### src/hw/sae_defines.svh
// Purpose: constants for the store/add/subtract/and execution block
// Assumes: 25 MHz mclk, one machine cycle = three clock periods
// Notes: definitions only
`ifndef SAE_DEFINES_SVH
`define SAE_DEFINES_SVH
`define SAE_CLK_NS 40
`define SAE_CYCLE_NS 120
`define SAE_PER_CYC 3
`define SAE_CYC_DIV_W 2
`define SAE_COND_POS 2'h1
`define SAE_COND_ZERO 2'h0
`define SAE_COND_NEG 2'h2
`define SAE_OP_NOP 8'hc0
`define SAE_OP_HALT 8'h40
`define SAE_GRP_AND 3'h2
`define SAE_GRP_ADD 3'h4
`define SAE_GRP_SUB 3'h5
`define SAE_GRP_STR 3'h6
`define SAE_MODE_Z 2'h0
`define SAE_MODE_I 2'h1
`define SAE_MODE_R 2'h2
`define SAE_MODE_A 2'h3
`define SAE_IDX_NONE 2'h0
`define SAE_IDX_INC 2'h1
`define SAE_IDX_DEC 2'h2
`define SAE_IDX_ONLY 2'h3
`define SAE_IND_BIT 7
`define SAE_CYC_ZI 3'h2
`define SAE_CYC_R 3'h3
`define SAE_CYC_A 3'h4
`define SAE_CYC_IND 3'h2
`endif

### src/hw/sae_pkg.sv
// Purpose: shared types for the execution block
// Assumes: nothing
// Notes: constants live in sae_defines.svh
package sae_pkg;
    typedef enum logic [2:0] {
        SAE_IDLE = 3'b000,
        SAE_FETCH = 3'b001,
        SAE_IND = 3'b010,
        SAE_EXEC = 3'b011,
        SAE_WAIT = 3'b100,
        SAE_HALTED = 3'b101
    } sae_state_e;
    typedef struct packed {
        logic [7:0] res;
        logic c;
        logic dcy;
        logic oflow;
        logic [1:0] cond;
    } sae_alu_s;
    typedef struct packed {
        logic req;
        logic wr;
        logic [14:0] addr;
        logic [7:0] wdata;
    } sae_mem_s;
endpackage

### src/hw/sae_ccgen.sv
// Purpose: condition code from a result byte
// Assumes: combinational
// Notes: zero wins over sign, which cannot both hold anyway
`timescale 1ns/100ps
`default_nettype none
`include "sae_defines.svh"
module sae_ccgen (
    input wire logic [7:0] val,
    output logic [1:0] cond
);
    assign cond = (val == 8'h00) ? `SAE_COND_ZERO : (val[7] ? `SAE_COND_NEG : `SAE_COND_POS);
endmodule
`default_nettype wire

### src/hw/sae_alu.sv
// Purpose: binary adder, subtract by two's complement, bitwise and
// Assumes: carry mode input chooses whether carry/borrow joins the sum
// Notes: borrow is the inverted carry, so subtract with borrow adds c_in
`timescale 1ns/100ps
`default_nettype none
`include "sae_defines.svh"
module sae_alu (
    input wire logic [2:0] grp,
    input wire logic [7:0] a,
    input wire logic [7:0] b,
    input wire logic c_in,
    input wire logic with_carry,
    output sae_pkg::sae_alu_s out
);
    wire logic is_sub = (grp == `SAE_GRP_SUB);
    wire logic [7:0] b_op = is_sub ? (~b) : b;
    wire logic cin = with_carry ? c_in : is_sub;
    wire logic [8:0] sum = {1'b0, a} + {1'b0, b_op} + {8'h00, cin};
    wire logic [4:0] low = {1'b0, a[3:0]} + {1'b0, b_op[3:0]} + {4'h0, cin};
    wire logic [7:0] andv = a & b;
    wire logic is_and = (grp == `SAE_GRP_AND);
    wire logic [7:0] res = is_and ? andv : sum[7:0];
    wire logic [1:0] cond;
    sae_ccgen u_cond (.val(res), .cond(cond));
    assign out.res = res;
    assign out.c = sum[8];
    assign out.dcy = low[4];
    assign out.oflow = (a[7] == b_op[7]) && (sum[7] != a[7]);
    assign out.cond = cond;
endmodule
`default_nettype wire

### src/hw/sae_exec.sv
// Purpose: executes store, add, subtract and and instruction groups
// Assumes: memory answers mem_ack after any number of cycles; operands arrive as bytes
// Notes: memory inputs are same-clock logic, no synchronisers
`timescale 1ns/100ps
`default_nettype none
`include "sae_defines.svh"
module sae_exec #(
    parameter int PER_CYC = `SAE_PER_CYC
) (
    input wire logic mclk,
    input wire logic arst_n,
    input wire logic start,
    input wire logic [7:0] op,
    input wire logic [7:0] byte1,
    input wire logic [7:0] byte2,
    input wire logic [14:0] next_pc,
    input wire logic with_carry,
    input wire logic [7:0] mem_rdata,
    input wire logic mem_ack,
    output logic busy,
    output logic done,
    output logic halted,
    output logic mem_req,
    output logic mem_wr,
    output logic [14:0] mem_addr,
    output logic [7:0] mem_wdata,
    output logic [7:0] reg0,
    output logic [7:0] reg1,
    output logic [7:0] reg2,
    output logic [7:0] reg3,
    output logic [1:0] condition_code,
    output logic carry,
    output logic interdigit_carry,
    output logic overflow_flag
);
    // ---------------------------------------------------------------
    // machine cycle enable
    // ---------------------------------------------------------------
    logic [`SAE_CYC_DIV_W-1:0] div_r;
    wire logic cyc_en = (div_r == `SAE_CYC_DIV_W'(PER_CYC - 1));
    always_ff @(posedge mclk or negedge arst_n)
    begin
        if (!arst_n)
            div_r <= '0;
        else
            div_r <= cyc_en ? '0 : div_r + 1'b1;
    end

    // ---------------------------------------------------------------
    // decode
    // ---------------------------------------------------------------
    sae_pkg::sae_state_e st_r;
    logic [7:0] op_r, b1_r, b2_r, mdata_r;
    logic [14:0] pc_r, ea_r;
    logic [2:0] left_r;
    logic [7:0] regs_r [4];
    logic [1:0] cond_r;
    logic c_r, dcy_r, oflow_r;
    sae_pkg::sae_mem_s mem_r;
    logic done_r;

    wire logic [2:0] grp = op_r[7:5];
    wire logic [1:0] mode = op_r[3:2];
    wire logic [1:0] rsel = op_r[1:0];
    wire logic [1:0] idxc = b1_r[6:5];
    wire logic is_abs = (mode == `SAE_MODE_A);
    wire logic is_rel = (mode == `SAE_MODE_R);
    wire logic is_mem = is_abs || is_rel;
    wire logic indir = is_mem && b1_r[`SAE_IND_BIT];
    wire logic indexed = is_abs && (idxc != `SAE_IDX_NONE);
    wire logic [1:0] dst = (mode == `SAE_MODE_Z || indexed) ? 2'h0 : rsel;
    wire logic [7:0] idx_adj = (idxc == `SAE_IDX_INC) ? regs_r[rsel] + 8'h01 :
                               (idxc == `SAE_IDX_DEC) ? regs_r[rsel] - 8'h01 : regs_r[rsel];
    wire logic [14:0] rel_ea = pc_r + {{8{b1_r[6]}}, b1_r[6:0]};
    wire logic [14:0] abs_base = {pc_r[14:13], b1_r[4:0], b2_r};
    wire logic [14:0] pre_ea = is_rel ? rel_ea : abs_base;
    // index register was already stepped in fetch, so add it as it stands
    wire logic [14:0] idx_ea = ea_r + (indexed ? {7'h00, regs_r[rsel]} : 15'h0000);
    wire logic is_nop = (op_r == `SAE_OP_NOP);
    wire logic is_halt = (op_r == `SAE_OP_HALT);
    wire logic [2:0] base_cyc = is_abs ? `SAE_CYC_A : (is_rel ? `SAE_CYC_R : `SAE_CYC_ZI);
    wire logic [2:0] tot_cyc = base_cyc + (indir ? `SAE_CYC_IND : 3'h0);
    // operand a is the destination; b is r, immediate or memory
    wire logic [7:0] opnd_a = (mode == `SAE_MODE_Z) ? regs_r[0] : regs_r[dst];
    wire logic [7:0] opnd_b = (mode == `SAE_MODE_Z) ? regs_r[rsel] :
                              (mode == `SAE_MODE_I) ? b1_r : mdata_r;
    sae_pkg::sae_alu_s alu;
    sae_alu u_alu (.grp(grp), .a(opnd_a), .b(opnd_b), .c_in(c_r),
                   .with_carry(with_carry), .out(alu));
    wire logic [1:0] st_cond;
    sae_ccgen u_stcc (.val(regs_r[0]), .cond(st_cond));
    wire logic is_store = (grp == `SAE_GRP_STR);
    wire logic is_arith = (grp == `SAE_GRP_ADD) || (grp == `SAE_GRP_SUB);

    // ---------------------------------------------------------------
    // sequencer
    // ---------------------------------------------------------------
    always_ff @(posedge mclk or negedge arst_n)
    begin
        if (!arst_n)
        begin
            st_r <= sae_pkg::SAE_IDLE;
            op_r <= 8'h00;
            b1_r <= 8'h00;
            b2_r <= 8'h00;
            pc_r <= 15'h0000;
            ea_r <= 15'h0000;
            mdata_r <= 8'h00;
            left_r <= 3'h0;
            for (int i = 0; i < 4; i++)
                regs_r[i] <= 8'h00;
            cond_r <= `SAE_COND_ZERO;
            c_r <= 1'b0;
            dcy_r <= 1'b0;
            oflow_r <= 1'b0;
            mem_r <= '0;
            done_r <= 1'b0;
        end
        else
        begin
            done_r <= 1'b0;
            case (st_r)
                sae_pkg::SAE_IDLE:
                begin
                    if (start)
                    begin
                        op_r <= op;
                        b1_r <= byte1;
                        b2_r <= byte2;
                        pc_r <= next_pc;
                        st_r <= sae_pkg::SAE_FETCH;
                    end
                end
                sae_pkg::SAE_FETCH:
                begin
                    left_r <= tot_cyc - 3'h1;
                    ea_r <= pre_ea;
                    if (indexed && idxc != `SAE_IDX_ONLY)
                        regs_r[rsel] <= idx_adj;
                    if (is_halt)
                        st_r <= sae_pkg::SAE_HALTED;
                    else if (indir)
                    begin
                        mem_r <= '{req: 1'b1, wr: 1'b0, addr: pre_ea, wdata: 8'h00};
                        st_r <= sae_pkg::SAE_IND;
                    end
                    else
                        st_r <= sae_pkg::SAE_WAIT;
                end
                sae_pkg::SAE_IND:
                begin
                    if (mem_ack)
                    begin
                        // high byte first, top bit ignored
                        if (mem_r.addr == ea_r)
                        begin
                            mdata_r <= mem_rdata;
                            mem_r.addr <= ea_r + 15'h0001;
                        end
                        else
                        begin
                            ea_r <= {mdata_r[6:0], mem_rdata};
                            mem_r.req <= 1'b0;
                            st_r <= sae_pkg::SAE_WAIT;
                        end
                    end
                end
                sae_pkg::SAE_WAIT:
                begin
                    if (cyc_en)
                    begin
                        if (left_r == 3'h1)
                        begin
                            if (is_mem)
                                mem_r <= '{req: 1'b1, wr: is_store, addr: idx_ea,
                                           wdata: regs_r[indexed ? 2'h0 : rsel]};
                            st_r <= sae_pkg::SAE_EXEC;
                        end
                        else
                            left_r <= left_r - 3'h1;
                    end
                end
                sae_pkg::SAE_EXEC:
                begin
                    if (!is_mem || mem_ack)
                    begin
                        mem_r.req <= 1'b0;
                        if (is_mem && !is_store)
                            mdata_r <= mem_rdata;
                        if (is_mem && !is_store)
                            st_r <= sae_pkg::SAE_HALTED; // retire next edge via ALU on latched data
                        else
                        begin
                            if (is_store && mode == `SAE_MODE_Z && !is_nop)
                            begin
                                regs_r[rsel] <= regs_r[0];
                                cond_r <= st_cond;
                            end
                            else if (!is_store)
                            begin
                                regs_r[dst] <= alu.res;
                                cond_r <= alu.cond;
                                if (is_arith)
                                begin
                                    c_r <= alu.c;
                                    dcy_r <= alu.dcy;
                                    oflow_r <= alu.oflow;
                                end
                            end
                            done_r <= 1'b1;
                            st_r <= sae_pkg::SAE_IDLE;
                        end
                    end
                end
                sae_pkg::SAE_HALTED:
                begin
                    // doubles as the write-back step for memory operands
                    if (!is_halt)
                    begin
                        regs_r[dst] <= alu.res;
                        cond_r <= alu.cond;
                        if (is_arith)
                        begin
                            c_r <= alu.c;
                            dcy_r <= alu.dcy;
                            oflow_r <= alu.oflow;
                        end
                        done_r <= 1'b1;
                        st_r <= sae_pkg::SAE_IDLE;
                    end
                end
                default: st_r <= sae_pkg::SAE_IDLE;
            endcase
        end
    end

    // ---------------------------------------------------------------
    // registered outputs
    // ---------------------------------------------------------------
    always_ff @(posedge mclk or negedge arst_n)
    begin
        if (!arst_n)
        begin
            busy <= 1'b0;
            halted <= 1'b0;
        end
        else
        begin
            busy <= (st_r != sae_pkg::SAE_IDLE) && !(st_r == sae_pkg::SAE_HALTED && is_halt);
            halted <= (st_r == sae_pkg::SAE_HALTED) && is_halt;
        end
    end
    assign done = done_r;
    assign mem_req = mem_r.req;
    assign mem_wr = mem_r.wr;
    assign mem_addr = mem_r.addr;
    assign mem_wdata = mem_r.wdata;
    assign reg0 = regs_r[0];
    assign reg1 = regs_r[1];
    assign reg2 = regs_r[2];
    assign reg3 = regs_r[3];
    assign condition_code = cond_r;
    assign carry = c_r;
    assign interdigit_carry = dcy_r;
    assign overflow_flag = oflow_r;
endmodule
`default_nettype wire

### config.mk
export PLATFORM = sky130hd
export DESIGN_NAME = sae_exec
export DESIGN_NICKNAME = d
export VERILOG_FILES = /design/src/hw/sae_pkg.sv /design/src/hw/sae_ccgen.sv /design/src/hw/sae_alu.sv /design/src/hw/sae_exec.sv
export VERILOG_INCLUDE_DIRS = /design/src /design/src/hw
export SDC_FILE = /design/constraint.sdc
export NUM_CORES = 1
export LEC_CHECK = 0
export ABC_AREA = 0
export BUFFER_PORTS_ARGS = -buffer_cell sky130_fd_sc_hd__buf_2
export CORE_MARGIN = 1.5
export CORE_UTILIZATION = 50
export CTS_BUF_LIST = sky130_fd_sc_hd__clkbuf_8 sky130_fd_sc_hd__clkbuf_16
export DETAILED_ROUTE_END_ITERATION = 12
export PLACE_DENSITY = 0.73
export SLEW_MARGIN = 10
export SYNTH_ARGS = -nofsm -noshare
export SYNTH_HDL_FRONTEND = slang
export SYNTH_SLANG_ARGS = --single-unit
### constraint.sdc
create_clock -name mclk -period 7.2 [get_ports mclk]
set_clock_uncertainty 0.15 [all_clocks]
set_input_delay 0.72 -clock mclk [delete_from_list [all_inputs] [get_ports mclk]]
set_output_delay 0.72 -clock mclk [all_outputs]
set_load 0.01 [all_outputs]
# After elaboration in Yosys (flattened, before gate mapping)
# Index checks and enable logic that the tools add are counted.
[word_totals]
ff_bits = 135
elab_cells = 240
[op_classes]
add_sub_neg = 13
order_cmp = 5
n_eq_ne = 40
n_mux = 110
bitwise_logic = 5
n_reduce_logical = 43
[ops]
columns = ["op", "n"]
rows = [
  ["two-way mux 32 bit", 6],
  ["two-way mux 8 bit", 20],
  ["two-way mux 25 bit", 5],
  ["bitwise mux 32 bit", 3],
  ["case mux 32 bit (3 select lines)", 1],
  ["two-way mux 15 bit", 5],
  ["binary-select mux 8 bit (select 2 bit)", 3],
  ["case mux 15 bit (3 select lines)", 1],
  ["two-way mux 3 bit", 13],
  ["inequality test 2 bit (second input constant)", 18],
  ["demux 8 bit (select 2 bit)", 2],
  ["case mux 8 bit (2 select lines)", 2],
  ["case mux 15 bit (2 select lines)", 1],
  ["two-way mux 1 bit", 26],
  ["two-way mux 2 bit", 13],
  ["case mux 3 bit (6 select lines)", 1],
  ["AND reduction 6 bit", 3],
  ["logical NOT 8 bit", 2],
  ["adder 15 x 1 -> 15 bit (second input constant)", 1],
  ["adder 15 bit", 1],
  ["adder 15 x 8 -> 15 bit", 1],
  ["equality test 15 bit", 1],
  ["equality test 3 bit (second input constant)", 5],
  ["logical AND 1 bit", 11],
  ["40 further kinds", 71],
]

# Logic depth before layout (Yosys ltp)
[logic_depth]
ltp_word = 19
ltp_mapped = 18
depth_no_buf = 16

# Modules after synthesis
# A second synthesis with hierarchy kept.
[hier_totals]
cells_unflattened = 1134
area_unflattened_um2 = 10131.0
[modules_own_cells]
columns = ["mod", "n_inst", "cells_per_inst", "area_per_inst_um2", "seq_area_each_um2"]
rows = [
  ["sae_exec", 1, 1035, 9414.0, 3378.2],
  ["sae_alu", 1, 91, 664.4, 0.0],
  ["sae_ccgen", 2, 4, 26.3, 0.0],
]

# Worst setup path after synthesis
# OpenSTA, ideal clock, no wires.
[synth_path]
kind = "flip-flop to flip-flop"
start = "reg with a tool-made name"
end = "reg cond_r[0], in the netlist condition_code[0]"
setup_time_ns = 0.119
arrival_time_ns = 3.990
setup_slack_ns = 2.941
stages_incl_launch_ff = 18
path_buffers = 1
synth_period_minus_slack_ns = 4.259
cell_sequence = "dfrtp_1 -> buf_2 -> mux4_2 -> mux2_2 -> mux2i_1 -> xor2_1 -> fa_1 -> inv_1 -> fa_1 -> nor2b_1 -> o21ai_0 -> a21oi_1 -> o21a_1 -> o32ai_1 -> or4_1 -> nor4_2 -> o311ai_1 -> o21a_1"
[synth_lines]
columns = ["item", "line", "source"]
rows = [
  ["end signal, assigned", "sae_exec.sv:112", "cond_r <= `SAE_COND_ZERO;"],
  ["end signal, assigned", "sae_exec.sv:197", "cond_r <= st_cond;"],
  ["end signal, assigned", "sae_exec.sv:202", "cond_r <= alu.cond;"],
  ["end, declared", "sae_exec.sv:57", "logic [1:0] cond_r;"],
]

==> results.toml <==
[floorplan]
rows = 51
die_h_um = 144
core_um2 = 19500
die_w_um = 144
die_area_um2 = 20700
ios = 117
start_util = 0.510

[sta]
maxSlewHeadroom = 0.0351
layout_min_cycle_time_ps = 5250
rsz0062_at_grt = "false"
worstMarginPinSlew_ps = 1430
final-max-slew-violation-count = 0
finalSetupTns_ps = 0
finalSetupViolCount = 0
post-route-period-util = 0.729
final_hold_viol_count = 0
fmax_mhz = 190

[worst_setup_path]
critPathKind = "flip-flop to flip-flop"
crit_top_cell = "o21ai_0"
critPathArrivalTime_ps = 5450
required_ps = 7400
cp_slowest_stage_delay_ps = 870
end_kind = "flip-flop"
path_cells = "nor2_1 > nor3_1 > nand2_1 > a21oi_1 > nor2_1 > ha_1 > a21oi_1 > o21ai_0 > nand3_1 > nand2_1 > xnor2_1 > o21ai_0 > a221oi_1 > o21ai_0"
start_kind = "flip-flop"
path_buf_inv = 0
cp_max_fo = 17
cpLargestDelayFamily = "compound AO/OA/AOI/OAI gates"
cp_slowest_cell = "nor3_1"

[logic_synthesis]
yosysMostFrequentCell = "dfrtp_1"
synth_fp_nets = 1217
yosysUniqueCellTypes = 74
synth_ff_type = "dfrtp_1"
yosys-top-cells-area = "dfrtp_1, mux2_2, mux2i_1, o21ai_0, a21oi_1"
ys_ff_latch = 135
ys_seq_area_frac = 0.340
synth_top_area_share = 0.340
synth_top_area_cell = "dfrtp_1"
netlist_instances = 1127
synth_top_cells_by_count = "dfrtp_1, nor2_1, nand2_1"
synth-async-reset-ratio = 1.00
synth_edf_count = 0
syn_area_um2 = 9930
ys_warn_count = 0
syn_area_per_cell_um2 = 8.81

[routing]
viasPerCell = 6.33
drt-pass1-iter-count = 5
wl_per_cell_um = 21.8
vias = 9413
totalWireLength_um = 32400
ant_nets = 0
drc = 0
first_iter_violations = 1128

[finish]
drive_gt1_frac = 0.210
final_cell_area_um2 = 11300
syn2layout_area_growth_pct = 13.6
num_antenna_cells = 0
fin_nets = 1298

[global_routing]
grt_start_max_net_pins = 77
track_usage = 0.321
grt_pass1_wl_um = 50000
grt_pass1_vias = 8715
grt-ovfl-total = 0
antenna_found_initial = 0

[clock_tree]
worstSkewPairLatency_ps = 440
cts_resized = 0
cts_hold_buf = 0
clkSinkCount = 135
cts_max_level = 4
clockBufferDepth = 2
cts_setup_buffers = 0
cts_root_buf = "clkbuf_16"
cts_tree = "yes"
path_clk_slew_ps = 70
cts_buffers = 17

[outcome]
status = "complete, no violations"

[worst_hold_path]
hold_class = "input port to async pin"

[placed_design]
dp_hpwl_um = 23500
portBuffers = 116
dpl_cell_area_um2 = 10700
place.gp.congestion = 0.979

[run]
maxCapViolations = 0
## placed cells by master (no fill, tap or decap), types with 5 or more instances in the layout
| master | count |
|---|---|
| nor2b_1 | 13 |
| o21ai_0 | 95 |
| xnor2_1 | 26 |
| mux2_2 | 66 |
| and3_1 | 14 |
| o21a_1 | 8 |
| buf_2 | 115 |
| o22a_1 | 8 |
| nand2b_1 | 10 |
| mux2i_1 | 52 |
| a21o_1 | 14 |
| a221oi_1 | 6 |
| nor4_1 | 5 |
| ha_1 | 34 |
| o22ai_1 | 17 |
| or3_1 | 5 |
| dfrtp_1 | 135 |
| a31oi_1 | 6 |
| nand3_1 | 27 |
| and2_1 | 6 |
| inv_1 | 34 |
| xor2_1 | 34 |
| nand4_1 | 8 |
| a32o_1 | 5 |
| o221ai_1 | 12 |
| nand2_1 | 105 |
| nor3_1 | 17 |
| buf_4 | 17 |
| a22o_1 | 9 |
| o211ai_1 | 7 |
| mux4_2 | 8 |
| clkbuf_16 | 17 |
| nor2_1 | 107 |
| a21oi_1 | 87 |
| a22oi_1 | 7 |
## worst paths after layout
kind / from / to / slack, ps / cells past startpoint
max reg2reg: op_r[2]$_DFFE_PN0P_ / flip-flop / 1950 / 14
min reg2reg: div_r[0]$_DFF_PN0_ / div_r[0]$_DFF_PN0_ / 300 / 1
max in group asynchronous: arst_n / mem_wdata[5]$_DFFE_PN0P_ / 5410 / 2
min in group mclk: div_r[0]$_DFF_PN0_ / div_r[0]$_DFF_PN0_ / 300 / 1
max: op_r[2]$_DFFE_PN0P_ / flip-flop / 1950 / 14
min: arst_n / pc_r[8]$_DFFE_PN0P_ / 100 / 1
## metrics by stage
stage	util	std cells	setup WS, ps	hold slack (ps)
6_report	0.579	1486	1950	96.9
5_1_grt	0.579	1486	1620	150
4_1_cts	0.579	1486	2130	124
3_5_place_dp	0.550	1454	2140	295
3_3_place_gp	0.550	1454	2260	294
2_1_floorplan	-	1127	2940	269
## per-layer routing
| metal | part of all wire | wire length [um] | GRT usage | vias to the layer above |
|---|---|---|---|---|
| met3 | 0.10 | 3380 | 0.0663 | 81 |
| li1 | - | - | - | 4290 |
| met5 | 0 | 0 | 0 | - |
| met4 | 0.032 | 1020 | 0.127 | 0 |
| met1 | 0.45 | 14700 | 0.485 | 4506 |
| met2 | 0.41 | 13300 | 0.443 | 536 |
## area by class of cell
class                      count  area [um^2]
clock buffer                  17          425
inverter                      33          124
timing repair buffer         133          714
multi-input combinational    888         6160
sequential                   135         3380
clock inverter                15          148
tap                          265          332
fill                        1779         8190
## worst register-to-register path, stage by stage, from the launching register on
cell and delay, ps:
dfrtp_1 800, nor2_1 430, nor3_1 870, nand2_1 150
a21oi_1 330, nor2_1 80, ha_1 330, a21oi_1 200
o21ai_0 190, nand3_1 120, nand2_1 100, xnor2_1 140
o21ai_0 840, a221oi_1 230, o21ai_0 200
## cells by family (layout without fill, tap and decap cells)
kind of cell | count (synthesis) | in the layout | share of synthesized area
XOR/XNOR | 60 | 60 | 0.0529
multiplexers | 126 | 126 | 0.145
AND/OR/NAND/NOR | 342 | 342 | 0.162
adder cells (fa/ha/maj) | 38 | 38 | 0.0509
AO/OA/AOI/OAI | 322 | 322 | 0.207
flip-flops | 135 | 135 | 0.340
buffers and inverters | 104 | 198 | 0.0418
Power is left out: the tool's default activity adds up to more than one toggle a clock period on the data nets, which glitch-free logic cannot reach.
